$ cat src/pkg/touch_status_pkg.sv
package touch_status_pkg;

    // Register addresses on the serial register port
    localparam logic [3:0] X_FIRST_ADDR = 4'h0;
    localparam logic [3:0] X_SECOND_ADDR = 4'h1;
    localparam logic [3:0] X_CURRENT_ADDR = 4'h2;
    localparam logic [3:0] Y_FIRST_ADDR = 4'h3;
    localparam logic [3:0] Y_SECOND_ADDR = 4'h4;
    localparam logic [3:0] Y_CURRENT_ADDR = 4'h5;
    localparam logic [3:0] PRESSURE_FIRST_ADDR = 4'h6;
    localparam logic [3:0] PRESSURE_SECOND_ADDR = 4'h7;
    localparam logic [3:0] DEVICE_STATUS_ADDR = 4'h8;
    localparam logic [3:0] SPARE_INPUT_ADDR = 4'h9;

    // Result slots, one per result register
    localparam int NUM_SLOTS = 9;
    localparam logic [3:0] SLOT_X_FIRST = 4'h0;
    localparam logic [3:0] SLOT_X_SECOND = 4'h1;
    localparam logic [3:0] SLOT_X_CURRENT = 4'h2;
    localparam logic [3:0] SLOT_Y_FIRST = 4'h3;
    localparam logic [3:0] SLOT_Y_SECOND = 4'h4;
    localparam logic [3:0] SLOT_Y_CURRENT = 4'h5;
    localparam logic [3:0] SLOT_PRESSURE_FIRST = 4'h6;
    localparam logic [3:0] SLOT_PRESSURE_SECOND = 4'h7;
    localparam logic [3:0] SLOT_SPARE_INPUT = 4'h8;

    // Data-ready flag index per data type (flag 4 sits in status bit 15)
    localparam int NUM_TYPES = 5;
    localparam logic [2:0] TYPE_X = 3'h4;
    localparam logic [2:0] TYPE_Y = 3'h3;
    localparam logic [2:0] TYPE_PRESSURE_FIRST = 3'h2;
    localparam logic [2:0] TYPE_PRESSURE_SECOND = 3'h1;
    localparam logic [2:0] TYPE_SPARE = 3'h0;

    // Status field positions
    localparam int STATUS_FLAGS_LSB = 11;
    localparam int STATUS_RESET_BIT = 7;
    localparam int STATUS_BIAS_POWER_DOWN_STATUS_BIT = 2;

    // Result word layout and reset values
    localparam int RESULT_BITS = 12;
    localparam logic [15:0] RESULT_RESET = 16'h0000;
    localparam logic BIAS_STATUS_RESET = 1'h1;
    localparam logic RESET_SEEN_RESET = 1'h0;

    // Result write from the conversion sequencer
    typedef struct packed {
        logic valid;
        logic [3:0] slot;
        logic [11:0] data;
    } result_write_type;

endpackage

$ cat src/result_word_reg.sv
`timescale 1ns/1ns
`default_nettype none
module result_word_reg #(
    parameter int WIDTH = 12
) (
    // Clock and reset
    input wire logic core_clk_i,
    input wire logic rst_i,
    // Control
    input wire logic clear_i,
    input wire logic wr_en_i,
    input wire logic ten_bit_i,
    input wire logic [WIDTH-1:0] data_i,
    // Stored word
    output logic [15:0] value_o
);

    logic [WIDTH-1:0] word_r;
    logic [WIDTH-1:0] word_nxt;

    // Two top result bits forced to zero in 10-bit mode
    always_comb
    begin
        word_nxt = data_i;
        if (ten_bit_i)
        begin
            word_nxt[WIDTH-1 -: 2] = 2'h0;
        end
    end

    // Word storage, cleared by either reset
    always_ff @(posedge core_clk_i or posedge rst_i)
    begin
        if (rst_i)
        begin
            word_r <= touch_status_pkg::RESULT_RESET[WIDTH-1:0];
        end
        else if (clear_i)
        begin
            word_r <= touch_status_pkg::RESULT_RESET[WIDTH-1:0];
        end
        else if (wr_en_i)
        begin
            word_r <= word_nxt;
        end
    end

    // Right-justified, upper bits zero
    assign value_o = {{(16 - WIDTH){1'b0}}, word_r};

    upper_zero_a: assert property (@(posedge core_clk_i) disable iff (rst_i)
        value_o[15:WIDTH] == '0)
        else $error("result upper bits not zero");
    ten_bit_a: assert property (@(posedge core_clk_i) disable iff (rst_i)
        wr_en_i && ten_bit_i && !clear_i |=> value_o[WIDTH-1 -: 2] == 2'h0)
        else $error("10-bit result has upper bits set");
    store_value_a: assert property (@(posedge core_clk_i) disable iff (rst_i)
        wr_en_i && !ten_bit_i && !clear_i |=> value_o[WIDTH-1:0] == $past(data_i))
        else $error("result word not stored");

endmodule // result_word_reg
`default_nettype wire

$ cat src/touch_status_result_regs.sv
`timescale 1ns/1ns
`default_nettype none
module touch_status_result_regs #(
    parameter int RESULT_WIDTH = 12
) (
    // Clock and reset
    input wire logic core_clk_i,
    input wire logic rst_i,
    // Register port from the serial engine
    input wire logic [3:0] reg_addr_i,
    input wire logic reg_rd_i,
    input wire logic reg_wr_i,
    output logic [15:0] reg_rdata_o,
    output logic reg_rvalid_o,
    // Conversion sequencer
    input wire touch_status_pkg::result_write_type res_wr_i,
    input wire logic [4:0] store_done_i,
    input wire logic ten_bit_mode_i,
    input wire logic sw_reset_i,
    input wire logic conv_set_active_i,
    input wire logic sampling_i,
    input wire logic pen_touch_i,
    input wire logic conv_start_i,
    // Control byte bit
    input wire logic bias_power_down_select_i,
    // Status outputs
    output logic [4:0] data_ready_flags_o,
    output logic bias_power_down_o
);

    localparam int NS = touch_status_pkg::NUM_SLOTS;
    localparam int NT = touch_status_pkg::NUM_TYPES;

    logic [15:0] res_val [NS];
    logic [NS-1:0] slot_wr;
    logic [NS-1:0] slot_rd;
    logic [NS-1:0] pend_r;
    logic [NT-1:0] group_pend;
    logic [NT-1:0] flags_r;
    logic reset_seen_r;
    logic bias_power_down_status_r;
    logic bias_off_r;
    logic [15:0] status_word;
    logic status_rd;
    logic [15:0] rdata_r;
    logic rvalid_r;
    logic [15:0] rd_mux;

    // Register address of a result slot
    function automatic logic [3:0] slot_addr(input int slot);
        logic [3:0] a;
        unique case (slot)
            0: a = touch_status_pkg::X_FIRST_ADDR;
            1: a = touch_status_pkg::X_SECOND_ADDR;
            2: a = touch_status_pkg::X_CURRENT_ADDR;
            3: a = touch_status_pkg::Y_FIRST_ADDR;
            4: a = touch_status_pkg::Y_SECOND_ADDR;
            5: a = touch_status_pkg::Y_CURRENT_ADDR;
            6: a = touch_status_pkg::PRESSURE_FIRST_ADDR;
            7: a = touch_status_pkg::PRESSURE_SECOND_ADDR;
            default: a = touch_status_pkg::SPARE_INPUT_ADDR;
        endcase
        return a;
    endfunction

    // Data type that owns a result slot
    function automatic logic [2:0] slot_type(input int slot);
        logic [2:0] t;
        unique case (slot)
            0, 1, 2: t = touch_status_pkg::TYPE_X;
            3, 4, 5: t = touch_status_pkg::TYPE_Y;
            6: t = touch_status_pkg::TYPE_PRESSURE_FIRST;
            7: t = touch_status_pkg::TYPE_PRESSURE_SECOND;
            default: t = touch_status_pkg::TYPE_SPARE;
        endcase
        return t;
    endfunction

    // Status register read strobe
    assign status_rd = reg_rd_i && (reg_addr_i == touch_status_pkg::DEVICE_STATUS_ADDR);

    // One result register per slot
    genvar gi;
    generate
        for (gi = 0; gi < NS; gi++)
        begin : g_slot
            // Write goes only to the addressed slot
            assign slot_wr[gi] = res_wr_i.valid && (res_wr_i.slot == 4'(gi));
            assign slot_rd[gi] = reg_rd_i && (reg_addr_i == slot_addr(gi));
            result_word_reg #(
                .WIDTH(RESULT_WIDTH)
            ) u_word (
                .core_clk_i(core_clk_i),
                .rst_i(rst_i),
                .clear_i(sw_reset_i),
                .wr_en_i(slot_wr[gi]),
                .ten_bit_i(ten_bit_mode_i),
                .data_i(res_wr_i.data[RESULT_WIDTH-1:0]),
                .value_o(res_val[gi])
            );
        end
    endgenerate

    // Unread marks: set on update, cleared on host read, set wins
    always_ff @(posedge core_clk_i or posedge rst_i)
    begin
        if (rst_i)
        begin
            pend_r <= '0;
        end
        else if (sw_reset_i)
        begin
            pend_r <= '0;
        end
        else
        begin
            pend_r <= slot_wr | (pend_r & ~slot_rd);
        end
    end

    // Outstanding unread registers per data type
    always_comb
    begin
        group_pend = '0;
        for (int s = 0; s < NS; s++)
        begin
            if (pend_r[s])
            begin
                group_pend[slot_type(s)] = 1'b1;
            end
        end
    end

    // Data-ready flags: set on store, hold until group read out
    always_ff @(posedge core_clk_i or posedge rst_i)
    begin
        if (rst_i)
        begin
            flags_r <= '0;
        end
        else if (sw_reset_i)
        begin
            flags_r <= '0;
        end
        else
        begin
            flags_r <= store_done_i | (flags_r & group_pend);
        end
    end

    // Reset-occurred flag: zero after reset, one after a status poll
    always_ff @(posedge core_clk_i or posedge rst_i)
    begin
        if (rst_i)
        begin
            reset_seen_r <= touch_status_pkg::RESET_SEEN_RESET;
        end
        else if (sw_reset_i)
        begin
            reset_seen_r <= touch_status_pkg::RESET_SEEN_RESET;
        end
        else if (status_rd)
        begin
            reset_seen_r <= 1'b1;
        end
    end

    // Power-down status picks up the select bit on touch or start
    always_ff @(posedge core_clk_i or posedge rst_i)
    begin
        if (rst_i)
        begin
            bias_power_down_status_r <= touch_status_pkg::BIAS_STATUS_RESET;
        end
        else if (sw_reset_i)
        begin
            bias_power_down_status_r <= touch_status_pkg::BIAS_STATUS_RESET;
        end
        else if (pen_touch_i || conv_start_i)
        begin
            bias_power_down_status_r <= bias_power_down_select_i;
        end
    end

    // Bias off between sets always, between samples when selected
    always_ff @(posedge core_clk_i or posedge rst_i)
    begin
        if (rst_i)
        begin
            bias_off_r <= 1'b1;
        end
        else
        begin
            bias_off_r <= !conv_set_active_i || (bias_power_down_status_r && !sampling_i);
        end
    end

    // Status word with reserved bits at zero
    always_comb
    begin
        status_word = '0;
        status_word[touch_status_pkg::STATUS_FLAGS_LSB +: NT] = flags_r;
        status_word[touch_status_pkg::STATUS_RESET_BIT] = reset_seen_r;
        status_word[touch_status_pkg::STATUS_BIAS_POWER_DOWN_STATUS_BIT] = bias_power_down_status_r;
    end

    // Read data selection; unmapped addresses read zero
    always_comb
    begin
        rd_mux = '0;
        if (reg_addr_i == touch_status_pkg::DEVICE_STATUS_ADDR)
        begin
            rd_mux = status_word;
        end
        for (int s = 0; s < NS; s++)
        begin
            if (reg_addr_i == slot_addr(s))
            begin
                rd_mux = res_val[s];
            end
        end
    end

    // Registered read answer, one cycle after the strobe
    always_ff @(posedge core_clk_i or posedge rst_i)
    begin
        if (rst_i)
        begin
            rdata_r <= '0;
            rvalid_r <= 1'b0;
        end
        else
        begin
            rvalid_r <= reg_rd_i;
            if (reg_rd_i)
            begin
                rdata_r <= rd_mux;
            end
        end
    end

    // Writes are accepted on the port but change nothing
    assign reg_rdata_o = rdata_r;
    assign reg_rvalid_o = rvalid_r;
    assign data_ready_flags_o = flags_r;
    assign bias_power_down_o = bias_off_r;

    dav_set_a: assert property (@(posedge core_clk_i) disable iff (rst_i)
        (store_done_i != '0) && !sw_reset_i |=> (flags_r & $past(store_done_i)) == $past(store_done_i))
        else $error("data-ready flag not set on store");

    dav_hold_a: assert property (@(posedge core_clk_i) disable iff (rst_i)
        flags_r[touch_status_pkg::TYPE_X] && group_pend[touch_status_pkg::TYPE_X] && !sw_reset_i
        |=> flags_r[touch_status_pkg::TYPE_X])
        else $error("X flag dropped before registers read");

    dav_drop_a: assert property (@(posedge core_clk_i) disable iff (rst_i)
        flags_r[touch_status_pkg::TYPE_SPARE] && !pend_r[touch_status_pkg::SLOT_SPARE_INPUT]
        && !store_done_i[touch_status_pkg::TYPE_SPARE] |=> !flags_r[touch_status_pkg::TYPE_SPARE])
        else $error("spare flag stuck after read");

    cur_type_a: assert property (@(posedge core_clk_i) disable iff (rst_i)
        slot_wr[touch_status_pkg::SLOT_Y_CURRENT] && !sw_reset_i
        |=> group_pend[touch_status_pkg::TYPE_Y])
        else $error("Y current update not tied to Y flag");

    reset_flag_a: assert property (@(posedge core_clk_i) disable iff (rst_i)
        status_rd && !sw_reset_i ##1 reg_rd_i && status_rd && !sw_reset_i
        |=> reg_rdata_o[touch_status_pkg::STATUS_RESET_BIT])
        else $error("reset flag still zero after poll");

    swreset_flag_a: assert property (@(posedge core_clk_i) disable iff (rst_i)
        sw_reset_i |=> !reset_seen_r)
        else $error("reset flag not cleared by software reset");

    bias_power_down_status_follow_a: assert property (@(posedge core_clk_i) disable iff (rst_i)
        conv_start_i && !sw_reset_i |=> bias_power_down_status_r == $past(bias_power_down_select_i))
        else $error("power-down status not loaded on start");

    bias_power_down_status_hold_a: assert property (@(posedge core_clk_i) disable iff (rst_i)
        !pen_touch_i && !conv_start_i && !sw_reset_i |=> $stable(bias_power_down_status_r))
        else $error("power-down status changed without touch or start");

    bias_off_a: assert property (@(posedge core_clk_i) disable iff (rst_i)
        !conv_set_active_i |=> bias_power_down_o)
        else $error("bias on between conversion sets");

    clear_a: assert property (@(posedge core_clk_i) disable iff (rst_i)
        sw_reset_i |=> res_val[touch_status_pkg::SLOT_X_FIRST] == touch_status_pkg::RESULT_RESET
        && flags_r == '0)
        else $error("software reset left state behind");

    status_read_a: assert property (@(posedge core_clk_i) disable iff (rst_i)
        status_rd |=> reg_rvalid_o && reg_rdata_o == $past(status_word))
        else $error("status read answered wrongly");

    reserved_a: assert property (@(posedge core_clk_i) disable iff (rst_i)
        status_rd |=> reg_rdata_o[10:8] == 3'h0 && reg_rdata_o[6:3] == 4'h0
        && reg_rdata_o[1:0] == 2'h0)
        else $error("reserved status bits not zero");

    write_ignored_a: assert property (@(posedge core_clk_i) disable iff (rst_i)
        reg_wr_i && !res_wr_i.valid && !sw_reset_i && store_done_i == '0 && !reg_rd_i
        |=> $stable(pend_r) && $stable(res_val[touch_status_pkg::SLOT_SPARE_INPUT]))
        else $error("register write had an effect");

    x_set_c: cover property (@(posedge core_clk_i) disable iff (rst_i)
        store_done_i[touch_status_pkg::TYPE_X] ##[1:20] !flags_r[touch_status_pkg::TYPE_X]);
    poll_c: cover property (@(posedge core_clk_i) disable iff (rst_i)
        status_rd ##1 reset_seen_r);
    bias_power_down_status_c: cover property (@(posedge core_clk_i) disable iff (rst_i)
        bias_power_down_status_r ##1 !bias_power_down_status_r);
    ten_bit_c: cover property (@(posedge core_clk_i) disable iff (rst_i)
        res_wr_i.valid && ten_bit_mode_i);

endmodule // touch_status_result_regs
`default_nettype wire

$ cat config.mk
export PLATFORM = sky130hd
export DESIGN_NAME = touch_status_result_regs
export DESIGN_NICKNAME = d
export VERILOG_FILES = /design/src/pkg/touch_status_pkg.sv /design/src/result_word_reg.sv /design/src/touch_status_result_regs.sv
export SDC_FILE = /design/constraint.sdc
export NUM_CORES = 1
export LEC_CHECK = 0
export ABC_CLOCK_PERIOD_IN_PS = 12100
export BUFFER_PORTS_ARGS = -buffer_cell sky130_fd_sc_hd__buf_2
export CORE_MARGIN = 4
export CORE_UTILIZATION = 64
export CTS_BUF_LIST = sky130_fd_sc_hd__clkbuf_8 sky130_fd_sc_hd__clkbuf_16
export CTS_CLUSTER_SIZE = 12
export DETAILED_ROUTE_END_ITERATION = 6
export PLACE_DENSITY = 0.88
export SLEW_MARGIN = 20
export SYNTH_ARGS = -nofsm -noshare
export SYNTH_HDL_FRONTEND = slang
export SYNTH_SLANG_ARGS = --single-unit
export TNS_END_PERCENT = 5
$ cat constraint.sdc
create_clock -name core_clk_i -period 12.1 [get_ports core_clk_i]
set_input_delay 2.42 -clock core_clk_i [delete_from_list [all_inputs] [get_ports core_clk_i]]
set_output_delay 2.42 -clock core_clk_i [all_outputs]
set_load 0.005 [all_outputs]
==> flow_summary.ini <==
[critical_path]
startpoint = res_wr_i[13]
timing.critical_path.depth = 5
critical_path.endpoint = g_slot[2].u_word.word_r[11]
crit_path_buf_inv_count = 1
timing.critical_path.slowest_cell_delay_ns = 0.86
timing_worst_setup_path_type = primary input to flip-flop
critical_path.cell_chain = buf_2 -> nor2b_1 -> nand2_1 -> nand3_1 -> o21ai_0
worst_r2r_path_depth = 4
cp.arrival_ns = 4.52
timing.critical_path.to_type = flip-flop
cp.required_ns = 12.50
cell_family_contributing_the_most_delay_on_the_critical_path = simple AND/OR/NAND/NOR gates
crit_path_start_kind = primary input
worst_path_max_fanout = 15
worst_r2r_endpoint = reg_rdata_o[11]
timing.critical_path.slowest_stage_cell = sky130_fd_sc_hd__nor2b_1
critical_path.reg2reg.startpoint = data_ready_flags_o[0]
timing.reg2reg.setup_slack_ns = 10.63

[timing]
maxSlewViolCount = 0
layout_min_cycle_time_ns = 4.12
worst_slew_pin_slew_ns = 1.08
period_share_pct = 34.1
finalClockSkew_ns = 0.00610
max-slew-margin-rel_pct = 27.6
timing_hold_violations_final = 0
fmax_ghz = 0.243
rsz0062_at_grt = no
number_of_setup_violations_in_the_final_report = 0
final_setup_tns_ns = 0

[final_layout]
antennaDiodeCount = 0
drive_gt1_share_pct = 14.3
multi_input_area_um2 = 3010
design.final.nets = 810
area_growth_pct = 11.2
area.sequential_um2 = 3560
final_non_filler_cells = 921
fillCellCount = 723

[synthesis]
syn-num-nets = 795
synth_simple_gate_area_share_pct = 19.6
post_synth_instance_area_um2 = 6940
count_of_flip_flops_with_a_built_in_enable_after_synthesis = 0
synth_top_area_share_pct = 50.5
synthesized_area_fraction_occupied_by_ao_oa_aoi_and_oai_cells_pct = 18.7
mapped_avg_cell_area_um2 = 9.15
yosys.area_share.adder_pct = 0
flops_latches_synth = 142
synth-seq-area-share_pct = 51.3
muxShareOfSynthArea_pct = 5.10
ys_async_sr_fraction_pct = 100
yosys-top-cells-area = sky130_fd_sc_hd__dfrtp_1 (51%), sky130_fd_sc_hd__nand2_1 (8.3%), sky130_fd_sc_hd__a21oi_1 (7.9%), sky130_fd_sc_hd__mux2i_1 (4.6%), sky130_fd_sc_hd__nand3_1 (3.0%)
synth-warning-count = 0
postSynthCellCount = 758
synth_top_area_cell = sky130_fd_sc_hd__dfrtp_1
synth_top_flop_cell = sky130_fd_sc_hd__dfrtp_1
number_of_unique_standard_cell_types_used_by_synthesis = 66
dominant_combinational_cell_family_by_area_after_synthesis = simple AND/OR/NAND/NOR gates
yosys.area_share.xor_xnor_pct = 0

[routing]
via_per_inst = 6.76
postRouteAntennaNets = 0
finalWirelength_um = 20300
routed-via-count = 6228
initialDrtViolationCount = 1090
detail_route.first_pass.iterations = 6
post_drt_wl_per_cell_um = 22.1
drc_errors = 0

[placement]
portBuffers = 58
globalplace.congestion = 0.838
place.detailed.hpwl_um = 12100
post-place-cells = 889

[floorplanning]
fp.dieH_um = 112
die-area_um2 = 12600
fp.dieW_um = 112
core_region_area_um2 = 10500
number_of_core_rows = 37
initial_core_util_pct = 66.3
num_io_pins = 60

[global_route]
number_of_antenna_violations_at_the_first_check_in_global_routing = 0
grt_pass1_vias = 6251
wire_length_of_the_first_global_routing_pass_um = 32600
maximum_number_of_pins_on_one_net_before_global_route_repair = 108
globalRouteTotalUtil_pct = 33.2
overflow = 0

[power]
power-per-cell-area_nw_per_um2 = 143
totalPowerFinal_uw = 1100
total_leakage_power_uw = 0.00340
maximum_ir_drop_on_the_vdd_rail_v = 0.000120

[worst_hold_path]
whs_path_depth = 1
timing.hold.worst.class = flip-flop to flip-flop

[clock_network]
tritoncts = yes
clkTransAtPathRegs_ns = 0.06
clkSinkCount = 142
cts_made_buffers = 17
post_cts_resized = 0
library_cell_used_as_clock_root_buffer = sky130_fd_sc_hd__clkbuf_8
cts_hold_buffers = 0
htree_depth = 4
post-cts-setup-buffer-count = 0
cts.path.max_buffers = 2
clk-insertion-delay-late_ns = 0.55

[run_status]
status = completed

[job]
max_cap_violations = 0
[worst reg2reg max path, stage by stage, from the launching register on]
cell and delay [ns]:
sky130_fd_sc_hd__dfrtp_1 0.43, sky130_fd_sc_hd__mux2i_1 0.17, sky130_fd_sc_hd__o2bb2ai_1 0.10, sky130_fd_sc_hd__a211o_1 0.36, sky130_fd_sc_hd__a221o_1 0.30
[power breakdown]
group / total, uW / internal, uW / switching [uW]
Sequential: 492 / 486 / 6.44
Combinational: 95.4 / 29.0 / 66.4
Clock: 515 / 313 / 202
Total: 1100 / 827 / 275
[logic make-up (layout without fill, tap and decap cells)]
| logic type | count (synthesis) | in the layout |
|---|---|---|
| AOI/OAI and AO/OA | 216 | 216 |
| buffers and inverters | 79 | 106 |
| DFF | 142 | 142 |
| muxes | 34 | 34 |
| and+or+nand+nor | 287 | 287 |
[per-stage QoR]
step	utilization, %	worst slack (ns)	area, um^2	hold WS [ns]
after detailed placement	67.9	7.46	7100	0.491
after floorplan	-	5.87	6940	0.463
after global placement	67.9	7.61	7100	0.481
after CTS	73.4	7.98	7680	0.510
after global routing	73.7	7.86	7710	0.524
final	73.7	7.98	7710	0.514
[cells in the final DEF (no fill, tap or decap), types with 3 or more instances in the layout]
cell type                    netlist  final
sky130_fd_sc_hd__nand3b_1          5      5
sky130_fd_sc_hd__clkbuf_16         0     16
sky130_fd_sc_hd__nor2_1           47     47
sky130_fd_sc_hd__a31oi_1           7      7
sky130_fd_sc_hd__and2_1            4      4
sky130_fd_sc_hd__or3_1             3      3
sky130_fd_sc_hd__clkinv_2          0      3
sky130_fd_sc_hd__o21ai_0          34     34
sky130_fd_sc_hd__buf_4             7      4
sky130_fd_sc_hd__a211oi_1          3      3
sky130_fd_sc_hd__a2bb2oi_1         5      5
sky130_fd_sc_hd__o31ai_1           3      3
sky130_fd_sc_hd__nand2b_1          4      4
sky130_fd_sc_hd__clkbuf_8          0      5
sky130_fd_sc_hd__clkinvlp_4        0      5
sky130_fd_sc_hd__o32ai_1           5      5
sky130_fd_sc_hd__o21bai_1          4      4
sky130_fd_sc_hd__o32a_1            4      4
sky130_fd_sc_hd__o21a_1            6      6
sky130_fd_sc_hd__a21oi_1         109    109
sky130_fd_sc_hd__dfrtp_1         140    140
sky130_fd_sc_hd__nand3_1          41     41
sky130_fd_sc_hd__and3_1            4      4
sky130_fd_sc_hd__a21o_1            4      4
sky130_fd_sc_hd__mux2i_1          32     32
sky130_fd_sc_hd__o211ai_1          6      6
sky130_fd_sc_hd__nand2_1         153    153
sky130_fd_sc_hd__inv_1            10      9
sky130_fd_sc_hd__buf_2            19     57
sky130_fd_sc_hd__o22ai_1           8      8
sky130_fd_sc_hd__or3b_1            4      4
sky130_fd_sc_hd__a22o_1            4      4
[cell type report]
type / count / share of cell area (%)
Sequential cell: 142 / 46.1
Multi-Input combinational cell: 537 / 39.0
Clock buffer: 21 / 6.08
Timing Repair Buffer: 62 / 4.45
Tap cell: 136 / 2.21
Clock inverter: 10 / 1.46
Inverter: 13 / 0.698
[routing by layer]
metal  vias up  share of wire, %  routed length (um)  track usage (%)
li1       2665                 -                   -                -
met5         -                 0                   0                0
met3       111                12                2490             9.70
met4         0               5.4                1100             17.4
met1      2943                34                6960             41.1
met2       509                48                9770             53.1
[sequential cells by signal, summed over array words and instances, names as in the netlist]
name                      flops
reset_seen_r                  1
reg_rvalid_o                  1
reg_rdata_o                  16
g_slot.u_word.word_r        108
data_ready_flags_o            5
pend_r                        9
bias_power_down_status_r      1
bias_power_down_o             1
[synthesized netlist by cell type (5+ instances only)]
master,n
sky130_fd_sc_hd__clkbuf_1,35
sky130_fd_sc_hd__dfrtp_1,140
sky130_fd_sc_hd__a31oi_1,7
sky130_fd_sc_hd__buf_4,7
sky130_fd_sc_hd__nand3_1,41
sky130_fd_sc_hd__inv_1,10
sky130_fd_sc_hd__nand2_1,153
sky130_fd_sc_hd__nand3b_1,5
sky130_fd_sc_hd__a2bb2oi_1,5
sky130_fd_sc_hd__o21ai_0,34
sky130_fd_sc_hd__buf_2,19
sky130_fd_sc_hd__o211ai_1,6
sky130_fd_sc_hd__o32ai_1,5
sky130_fd_sc_hd__nor2_1,47
sky130_fd_sc_hd__a21oi_1,109
sky130_fd_sc_hd__mux2i_1,32
sky130_fd_sc_hd__o21a_1,6
sky130_fd_sc_hd__o22ai_1,8
[worst min path at each step]
stage,start,endpoint,slack [ns]
floorplan,g_slot[6].u_word.word_r[11],g_slot[6].u_word.word_r[11],0.46
global placement,g_slot[6].u_word.word_r[11],g_slot[6].u_word.word_r[11],0.48
detailed placement,g_slot[2].u_word.word_r[10],g_slot[2].u_word.word_r[10],0.49
CTS,g_slot[6].u_word.word_r[11],g_slot[6].u_word.word_r[11],0.51
global route,reg_rdata_o[15],reg_rdata_o[15],0.52
finish,reg_rdata_o[12],reg_rdata_o[12],0.51
No activity file was read; power rests on OpenSTA's default activity.
